===== src/rtl/apdb_pkg.sv =====
// package for the packet doorbell bridge: register offsets, fields, reset values, fis layouts
// assumes a plain address/strobe register port and a host-facing fis request/acknowledge port
package apdb_pkg;

    // ****************************************************************
    // register map (word addresses on the plain register port)
    // ****************************************************************
    localparam logic [3:0] ADDR_TARGET_DOORBELL = 4'h0;
    localparam logic [3:0] ADDR_PROCESSOR_DOORBELL = 4'h1;
    localparam logic [3:0] ADDR_TARGET_CHUNK_LENGTH = 4'h2;
    localparam logic [3:0] ADDR_PROCESSOR_CHUNK_LENGTH = 4'h3;
    localparam logic [3:0] ADDR_CHUNK_ATTRIBUTES = 4'h4;
    localparam logic [3:0] ADDR_IRQ_STATUS = 4'h5;
    localparam logic [3:0] ADDR_IRQ_MASK = 4'h6;
    localparam logic [3:0] ADDR_HOST_BYTE_LIMIT = 4'h7;
    localparam logic [3:0] ADDR_BRIDGE_STATE = 4'h8;

    // ****************************************************************
    // doorbell bit positions
    // ****************************************************************
    localparam int DB_PACKET_BIT = 0;
    localparam int DB_READ_BIT = 4;

    // ****************************************************************
    // chunk attribute codes
    // ****************************************************************
    localparam logic [1:0] ATTR_LAST_IN = 2'h3;
    localparam logic [1:0] ATTR_MORE_IN = 2'h1;

    // ****************************************************************
    // byte limit thresholds and chunk lengths
    // ****************************************************************
    localparam logic [15:0] LIMIT_LARGE = 16'h0400;
    localparam logic [15:0] LIMIT_SMALL = 16'h0200;
    localparam logic [7:0] CHUNK_LEN_FULL = 8'h00;
    localparam logic [7:0] CHUNK_LEN_HALF = 8'h80;
    localparam logic [15:0] CDB_BYTE_COUNT = 16'h000C;

    // ****************************************************************
    // ata status bits
    // ****************************************************************
    localparam logic [7:0] ST_BSY = 8'h80;
    localparam logic [7:0] ST_DRDY = 8'h40;
    localparam logic [7:0] ST_DRQ = 8'h08;
    localparam logic [7:0] ST_ERR = 8'h01;
    localparam logic [7:0] ERROR_NONE = 8'h00;

    // ****************************************************************
    // reset values
    // ****************************************************************
    localparam logic [7:0] DOORBELL_RESET = 8'h00;
    localparam logic [2:0] IRQ_MASK_RESET = 3'h0;

    typedef enum logic [1:0] {
        FIS_PIO_SETUP = 2'h1,
        FIS_REG_D2H = 2'h2
    } apdb_fis_kind_t;

    // fis request toward the stp target
    typedef struct packed {
        apdb_fis_kind_t kind;
        logic dir_in;
        logic irq;
        logic [7:0] initial_status;
        logic [7:0] ending_status;
        logic [7:0] error;
        logic [15:0] pio_byte_count;
    } apdb_fis_t;

    // issued ata command from the host
    typedef struct packed {
        logic [7:0] cyl_high;
        logic [7:0] cyl_low;
    } apdb_cmd_t;

endpackage : apdb_pkg


===== src/rtl/apdb_edge_flag.sv =====
// sticky flag: set by a hardware event, cleared by writing one; set wins
// assumes set and clear are one-cycle synchronous pulses
`timescale 1ns/100ps
module apdb_edge_flag (
    input wire logic clk,
    input wire logic resetn,
    input wire logic set,
    input wire logic clr,
    output logic flag_q
);
    // set takes precedence so an event in the clearing cycle survives
    always_ff @(posedge clk or negedge resetn) begin
        if (!resetn) begin
            flag_q <= 1'b0;
        end else if (set) begin
            flag_q <= 1'b1;
        end else if (clr) begin
            flag_q <= 1'b0;
        end
    end
endmodule : apdb_edge_flag


===== src/rtl/apdb_bridge.sv =====
// atapi packet doorbell bridge: turns packet commands into pio setup and status fises
// assumes the stp target moves fis payloads and reports the end of each data-in chunk
`timescale 1ns/100ps
module apdb_bridge #(
    parameter int DB_WIDTH = 8
) (
    input wire logic CLK,
    input wire logic RESETN,
    // issued packet command from the host side
    input wire logic CMD_VALID,
    input wire apdb_pkg::apdb_cmd_t CMD,
    // command block received from the host
    input wire logic CDB_DONE,
    // data-in chunk fully moved to the host
    input wire logic CHUNK_SENT,
    // fis request toward the stp target
    output logic FIS_VALID,
    input wire logic FIS_READY,
    output apdb_pkg::apdb_fis_t FIS,
    // processor register port
    input wire logic [3:0] REG_ADDR,
    input wire logic [7:0] REG_WDATA,
    input wire logic REG_WR,
    input wire logic REG_RD,
    output logic [7:0] REG_RDATA,
    output logic IRQ
);

    // ****************************************************************
    // state machine
    // ****************************************************************
    typedef enum logic [6:0] {
        ST_IDLE = 7'b000_0001,
        ST_CDB_FIS = 7'b000_0010,
        ST_CDB_WAIT = 7'b000_0100,
        ST_WAIT_DB = 7'b000_1000,
        ST_DATA_FIS = 7'b001_0000,
        ST_DATA_WAIT = 7'b010_0000,
        ST_STATUS_FIS = 7'b100_0000
    } apdb_state_t;

    apdb_state_t state_q;
    apdb_state_t state_d;

    logic [DB_WIDTH-1:0] tgt_db_q;
    logic [DB_WIDTH-1:0] proc_db_q;
    logic [7:0] tgt_len_q;
    logic [7:0] proc_len_q;
    logic [1:0] attr_q;
    logic [15:0] limit_q;
    logic [2:0] irq_mask_q;
    wire [2:0] irq_status;
    logic [7:0] rdata_q;
    logic fis_valid_q;
    apdb_pkg::apdb_fis_t fis_q;

    // ****************************************************************
    // register decode
    // ****************************************************************
    wire wr_tgt_db = REG_WR && (REG_ADDR == apdb_pkg::ADDR_TARGET_DOORBELL);
    wire wr_proc_db = REG_WR && (REG_ADDR == apdb_pkg::ADDR_PROCESSOR_DOORBELL);
    wire wr_proc_len = REG_WR && (REG_ADDR == apdb_pkg::ADDR_PROCESSOR_CHUNK_LENGTH);
    wire wr_attr = REG_WR && (REG_ADDR == apdb_pkg::ADDR_CHUNK_ATTRIBUTES);
    wire wr_irq_stat = REG_WR && (REG_ADDR == apdb_pkg::ADDR_IRQ_STATUS);
    wire wr_irq_mask = REG_WR && (REG_ADDR == apdb_pkg::ADDR_IRQ_MASK);

    // host byte limit from the issued command
    wire [15:0] cmd_limit = {CMD.cyl_high, CMD.cyl_low};
    wire cmd_take = CMD_VALID && (state_q == ST_IDLE);
    wire fis_done = fis_valid_q && FIS_READY;
    wire last_chunk = (attr_q == apdb_pkg::ATTR_LAST_IN);
    // processor rang either the packet or the read doorbell, whichever chunk is being awaited
    wire ack_seen = proc_db_q[apdb_pkg::DB_PACKET_BIT] || proc_db_q[apdb_pkg::DB_READ_BIT];
    // dword count 0 stands for 256 dwords, so widen before scaling to bytes
    wire [8:0] chunk_dwords = (proc_len_q == 8'h00) ? 9'h100 : {1'b0, proc_len_q};
    wire [15:0] chunk_bytes = {5'h00, chunk_dwords, 2'b00};
    wire sent_event = CHUNK_SENT && (state_q == ST_DATA_WAIT);

    // ****************************************************************
    // sticky interrupt events: packet received, chunk sent, command done
    // ****************************************************************
    wire [2:0] irq_set = {fis_done && (state_q == ST_STATUS_FIS), sent_event, cmd_take};

    genvar gi;
    generate
        for (gi = 0; gi < 3; gi++) begin : g_irq
            apdb_edge_flag u_flag (
                .clk(CLK),
                .resetn(RESETN),
                .set(irq_set[gi]),
                .clr(wr_irq_stat && REG_WDATA[gi]),
                .flag_q(irq_status[gi])
            );
        end
    endgenerate

    assign IRQ = |(irq_status & irq_mask_q);

    // ****************************************************************
    // next state
    // ****************************************************************
    always_comb begin
        state_d = state_q;
        unique case (state_q)
            ST_IDLE: begin
                if (CMD_VALID) begin
                    state_d = ST_CDB_FIS;
                end
            end
            ST_CDB_FIS: begin
                if (fis_done) begin
                    state_d = ST_CDB_WAIT;
                end
            end
            ST_CDB_WAIT: begin
                if (CDB_DONE) begin
                    state_d = ST_WAIT_DB;
                end
            end
            ST_WAIT_DB: begin
                if (ack_seen) begin
                    state_d = ST_DATA_FIS;
                end
            end
            ST_DATA_FIS: begin
                if (fis_done) begin
                    state_d = ST_DATA_WAIT;
                end
            end
            ST_DATA_WAIT: begin
                if (CHUNK_SENT) begin
                    state_d = last_chunk ? ST_STATUS_FIS : ST_WAIT_DB;
                end
            end
            ST_STATUS_FIS: begin
                if (fis_done) begin
                    state_d = ST_IDLE;
                end
            end
            default: state_d = ST_IDLE;
        endcase
    end

    always_ff @(posedge CLK or negedge RESETN) begin
        if (!RESETN) begin
            state_q <= ST_IDLE;
        end else begin
            state_q <= state_d;
        end
    end

    // ****************************************************************
    // target doorbell and target chunk length
    // ****************************************************************
    // hardware sets win over a software clear in the same cycle
    always_ff @(posedge CLK or negedge RESETN) begin
        if (!RESETN) begin
            tgt_db_q <= DB_WIDTH'(apdb_pkg::DOORBELL_RESET);
            tgt_len_q <= apdb_pkg::CHUNK_LEN_FULL;
            limit_q <= 16'h0000;
        end else begin
            if (wr_tgt_db) begin
                tgt_db_q <= REG_WDATA[DB_WIDTH-1:0];
            end
            if (cmd_take) begin
                limit_q <= cmd_limit;
                tgt_db_q[apdb_pkg::DB_PACKET_BIT] <= 1'b1;
                if (cmd_limit == apdb_pkg::LIMIT_SMALL) begin
                    tgt_len_q <= apdb_pkg::CHUNK_LEN_HALF;
                end else if (cmd_limit > apdb_pkg::LIMIT_LARGE) begin
                    tgt_len_q <= apdb_pkg::CHUNK_LEN_FULL;
                end
            end
            if (sent_event) begin
                tgt_db_q[apdb_pkg::DB_READ_BIT] <= 1'b1;
            end
        end
    end

    // ****************************************************************
    // processor side registers
    // ****************************************************************
    // the processor doorbell is consumed when the data-in fis starts, so one ring is one chunk
    always_ff @(posedge CLK or negedge RESETN) begin
        if (!RESETN) begin
            proc_db_q <= DB_WIDTH'(apdb_pkg::DOORBELL_RESET);
            proc_len_q <= apdb_pkg::CHUNK_LEN_FULL;
            attr_q <= 2'b00;
            irq_mask_q <= apdb_pkg::IRQ_MASK_RESET;
        end else begin
            if (wr_proc_db) begin
                proc_db_q <= REG_WDATA[DB_WIDTH-1:0];
            end else if (state_q == ST_WAIT_DB && ack_seen) begin
                proc_db_q[apdb_pkg::DB_PACKET_BIT] <= 1'b0;
                proc_db_q[apdb_pkg::DB_READ_BIT] <= 1'b0;
            end
            if (wr_proc_len) begin
                proc_len_q <= REG_WDATA;
            end
            if (wr_attr) begin
                attr_q <= REG_WDATA[1:0];
            end
            if (wr_irq_mask) begin
                irq_mask_q <= REG_WDATA[2:0];
            end
        end
    end

    // ****************************************************************
    // fis generation
    // ****************************************************************
    always_ff @(posedge CLK or negedge RESETN) begin
        if (!RESETN) begin
            fis_valid_q <= 1'b0;
            fis_q <= '0;
        end else if (fis_done) begin
            fis_valid_q <= 1'b0;
        end else if (!fis_valid_q) begin
            if (state_q == ST_CDB_FIS) begin
                fis_valid_q <= 1'b1;
                fis_q.kind <= apdb_pkg::FIS_PIO_SETUP;
                fis_q.dir_in <= 1'b0;
                fis_q.irq <= 1'b0;
                fis_q.initial_status <= apdb_pkg::ST_DRDY | apdb_pkg::ST_DRQ;
                fis_q.ending_status <= apdb_pkg::ST_BSY | apdb_pkg::ST_DRDY;
                fis_q.error <= apdb_pkg::ERROR_NONE;
                fis_q.pio_byte_count <= apdb_pkg::CDB_BYTE_COUNT;
            end else if (state_q == ST_DATA_FIS) begin
                fis_valid_q <= 1'b1;
                fis_q.kind <= apdb_pkg::FIS_PIO_SETUP;
                fis_q.dir_in <= 1'b1;
                fis_q.irq <= 1'b1;
                fis_q.initial_status <= apdb_pkg::ST_DRDY | apdb_pkg::ST_DRQ;
                fis_q.ending_status <= apdb_pkg::ST_BSY | apdb_pkg::ST_DRDY;
                fis_q.error <= apdb_pkg::ERROR_NONE;
                fis_q.pio_byte_count <= chunk_bytes;
            end else if (state_q == ST_STATUS_FIS) begin
                fis_valid_q <= 1'b1;
                fis_q.kind <= apdb_pkg::FIS_REG_D2H;
                fis_q.dir_in <= 1'b0;
                fis_q.irq <= 1'b1;
                fis_q.initial_status <= apdb_pkg::ST_DRDY;
                fis_q.ending_status <= apdb_pkg::ST_DRDY;
                fis_q.error <= apdb_pkg::ERROR_NONE;
                fis_q.pio_byte_count <= 16'h0000;
            end
        end
    end

    assign FIS_VALID = fis_valid_q;
    assign FIS = fis_q;

    // ****************************************************************
    // read data, one cycle after the read strobe; unmapped reads zero
    // ****************************************************************
    logic [7:0] rd_mux;
    always_comb begin
        rd_mux = 8'h00;
        unique case (REG_ADDR)
            apdb_pkg::ADDR_TARGET_DOORBELL: rd_mux = 8'(tgt_db_q);
            apdb_pkg::ADDR_PROCESSOR_DOORBELL: rd_mux = 8'(proc_db_q);
            apdb_pkg::ADDR_TARGET_CHUNK_LENGTH: rd_mux = tgt_len_q;
            apdb_pkg::ADDR_PROCESSOR_CHUNK_LENGTH: rd_mux = proc_len_q;
            apdb_pkg::ADDR_CHUNK_ATTRIBUTES: rd_mux = {6'h00, attr_q};
            apdb_pkg::ADDR_IRQ_STATUS: rd_mux = {5'h00, irq_status};
            apdb_pkg::ADDR_IRQ_MASK: rd_mux = {5'h00, irq_mask_q};
            apdb_pkg::ADDR_HOST_BYTE_LIMIT: rd_mux = limit_q[15:8];
            apdb_pkg::ADDR_BRIDGE_STATE: rd_mux = {1'b0, state_q};
            default: rd_mux = 8'h00;
        endcase
    end

    always_ff @(posedge CLK or negedge RESETN) begin
        if (!RESETN) begin
            rdata_q <= 8'h00;
        end else if (REG_RD) begin
            rdata_q <= rd_mux;
        end else begin
            rdata_q <= 8'h00;
        end
    end

    assign REG_RDATA = rdata_q;

endmodule : apdb_bridge


===== config.mk =====
export PLATFORM = sky130hd
export DESIGN_NAME = apdb_bridge
export DESIGN_NICKNAME = d
export VERILOG_FILES = /design/src/rtl/apdb_pkg.sv /design/src/rtl/apdb_edge_flag.sv /design/src/rtl/apdb_bridge.sv
export SDC_FILE = /design/constraint.sdc
export NUM_CORES = 1
export LEC_CHECK = 0
export BUFFER_PORTS_ARGS = -buffer_cell sky130_fd_sc_hd__clkbuf_2
export CORE_ASPECT_RATIO = 0.5
export CORE_UTILIZATION = 56
export CTS_BUF_LIST = sky130_fd_sc_hd__clkbuf_4 sky130_fd_sc_hd__clkbuf_8
export DETAILED_ROUTE_END_ITERATION = 10
export PLACE_DENSITY = 0.84
export SETUP_SLACK_MARGIN = 0.4
export SKIP_CTS_REPAIR_TIMING = 1
export SYNTH_ARGS = -nofsm -noshare
export SYNTH_HDL_FRONTEND = slang
export SYNTH_SLANG_ARGS = --single-unit

===== constraint.sdc =====
create_clock -name CLK -period 2.2 [get_ports CLK]
set_input_delay 0.22 -clock CLK [delete_from_list [all_inputs] [get_ports CLK]]
set_output_delay 0.22 -clock CLK [all_outputs]
set_load 0.005 [all_outputs]

==> impl_metrics.tcl <==
set metrics [dict create \
    hpwl_mm 6.44 \
    overflow 0 \
    avgViaCountPerCell 5.82 \
    max_clock_freq_mhz 539 \
    post-place-ws_ns 0.309 \
    ant_nets 0 \
    grt_pass1_wl_mm 13.6 \
    area_growth_pct 17.9 \
    cp-end-kind "flop" \
    internal_power_mw 3.03 \
    synth-edff-count 0 \
    total_power_mw 4.57 \
    ys_warn_count 0 \
    place_inst 518 \
    final_area_um2 4580 \
    ys_seq_elements 71 \
    syn_inst 373 \
    final_nets 486 \
    crit_arrival_ns 2.15 \
    antenna_cells 0 \
    cts_max_level 3 \
    final_max_slew_viol_count 0 \
    required_ns 2.50 \
    core_area_um2 6700 \
    grt_usage_pct 25.4 \
    clkLatencyLatePin_ns 0.36 \
    seq_area_frac_synth_pct 45.8 \
    wire_per_inst_um 16.6 \
    outcome "finished, final reports clean" \
    cts_buffers 9 \
    drt_iter0_markers 315 \
    antenna_found_initial 0 \
    cts_tree "built" \
    dieArea_um2 7290 \
    startpoint_type "flop" \
    vdd_drop_max_uv 504 \
    drt_wl_total_mm 9.10 \
    p_switching_mw 1.54 \
    p_leak_nw 2.16 \
    hp-class "primary input to flop" \
    drv_cap 0 \
    placed_cell_area_um2 4220 \
    synth_area_um2 3880 \
    synth_area_leader_cell "dfrtp_1" \
    postLayoutCoreUtil_pct 68.4 \
    clkPwrFrac_pct 22.8 \
    clockRootBuffer "clkbuf_8" \
    start_util_pct 58.0 \
    row_count 21 \
    async_flop_share_pct 100 \
    dr_total_vias 3181 \
    num_io_pins 90 \
    critPathKind "flop to flop" \
    path_max_fanout 7 \
    synth_top_area_share_pct 45.1 \
    grt_max_degree 36 \
    cts.clk_slew.worst_paths_ns 0.07 \
    port_buffers 62 \
    gp_congestion 0.876 \
    final_layout_size_suffix_gt1_share_pct 36.7 \
    slew_headroom_pct 61.5 \
    fin_setup_tns_ns 0 \
    min_period_ns 1.86 \
    fin_crit_sh_pct 84.3 \
    avgSynthCellArea_um2 10.4 \
    synthDistinctLibCells 62 \
    clock_path_buffers 2 \
    drc_errors 0 \
    power.density_nw_per_um2 998 \
    layout_common_cells "dfrtp_1 (67), clkbuf_2 (62), mux2_2 (40)" \
    die_w_um 120 \
    synthFlopType "dfrtp_1" \
    rsz0062_at_grt "true" \
    fp.dieH_um 60.9 \
    cts_sinks 71 \
    grt_pass1_vias 2614 \
    synthTopCellsByArea "dfrtp_1 (45%), mux2_2 (12%), buf_4 (5.8%)" \
    hold_viol 0 \
    layout_setup_ws_ns 0.345 \
    finalNonFillerCells 547 \
    pwr-share-seq_pct 42.1 \
    final_common_cell "dfrtp_1" \
    p_sw_share_pct 33.7 \
    worst_slew_pin_slew_ns 0.576 \
    fin_skew_ns 0.00978 \
    whs_ns 0.0753 \
    firstDrtPassIters 8 \
    combPwrFrac_pct 35.1 \
    setup_viol 0 \
]
-- path summary, 6_finish.rpt --
kind                              start           end  slack (ns)  cells after the start
min in group asynchronous        RESETN       FIS[41]        0.33                      2
min reg2reg                proc_db_q[2]  proc_db_q[2]        0.50                      1
max                          state_q[0]  proc_db_q[0]        0.34                      4
min                           FIS_READY     FIS_VALID        0.08                      2
max reg2reg                  state_q[0]  proc_db_q[0]        0.34                      4
max in group asynchronous        RESETN  proc_db_q[2]        1.26                      3
-- synthesized netlist by cell type (6+ instances only) --
master and number:
nor3_1 10, clkbuf_1 10, inv_1 18, a22oi_1 6, o21ai_0 8, a21oi_1 14, nand3_1 10, mux2_2 40
mux2i_1 13, nor2_1 16, buf_2 8, buf_4 30, nand2_1 26, dfrtp_1 70
-- cells by family after synthesis --
logic type / Yosys count / synth area share [%]
AOI/OAI and AO/OA: 64 / 11.7
xor gates and xnor gates: 3 / 0.676
adders and majority gates: 1 / 0.258
buffers and inverters: 68 / 9.92
DFF: 71 / 45.8
muxes: 53 / 14.9
other: 1 / 0.0965
and+or+nand+nor: 112 / 16.7
-- critical path: stages (launching register included) --
cell and delay, ns:
dfstp_4 0.50, or4_4 0.57, or4_4 0.46, nand4_4 0.12, a31o_1 0.14
-- area by class of cell --
cell class	count	area, um^2
timing repair buffer	90	541
tap	92	115
inverter	18	67.6
clock buffer	12	153
fill	505	2120
sequential	71	1790
clock inverter	4	45.0
multi-input combinational	260	1880
-- flip-flops by register name, summed over array words and instances (netlist names) --
register / flops
FIS_VALID: 1
attr_q: 2
FIS: 14
proc_len_q: 8
g_irq.u_flag.flag_q: 3
limit_q: 8
REG_RDATA: 8
tgt_len_q: 1
state_q: 7
tgt_db_q: 8
proc_db_q: 8
irq_mask_q: 3
-- layer usage --
metal | global-route usage (%) | routed length (um) | vias to the layer above
met3 | 9.02 | 817 | 15
met4 | 6.25 | 115 | 0
met1 | 35.6 | 4090 | 1537
met5 | 0 | 0 | -
li1 | - | - | 1449
met2 | 38.0 | 4080 | 180
-- power by group through the flow --
stage / Sequential, mW / Clock, mW / Combinational (mW)
6_report: 1.92 / 1.04 / 1.61
5_1_grt: 1.96 / 1.12 / 1.75
4_1_cts: 1.92 / 1.06 / 1.33
3_5_place_dp: 1.94 / 0 / 1.33
3_3_place_gp: 1.93 / 0 / 1.30
2_1_floorplan: 1.81 / 0 / 1.03
Power figures use the tool's default switching activity.
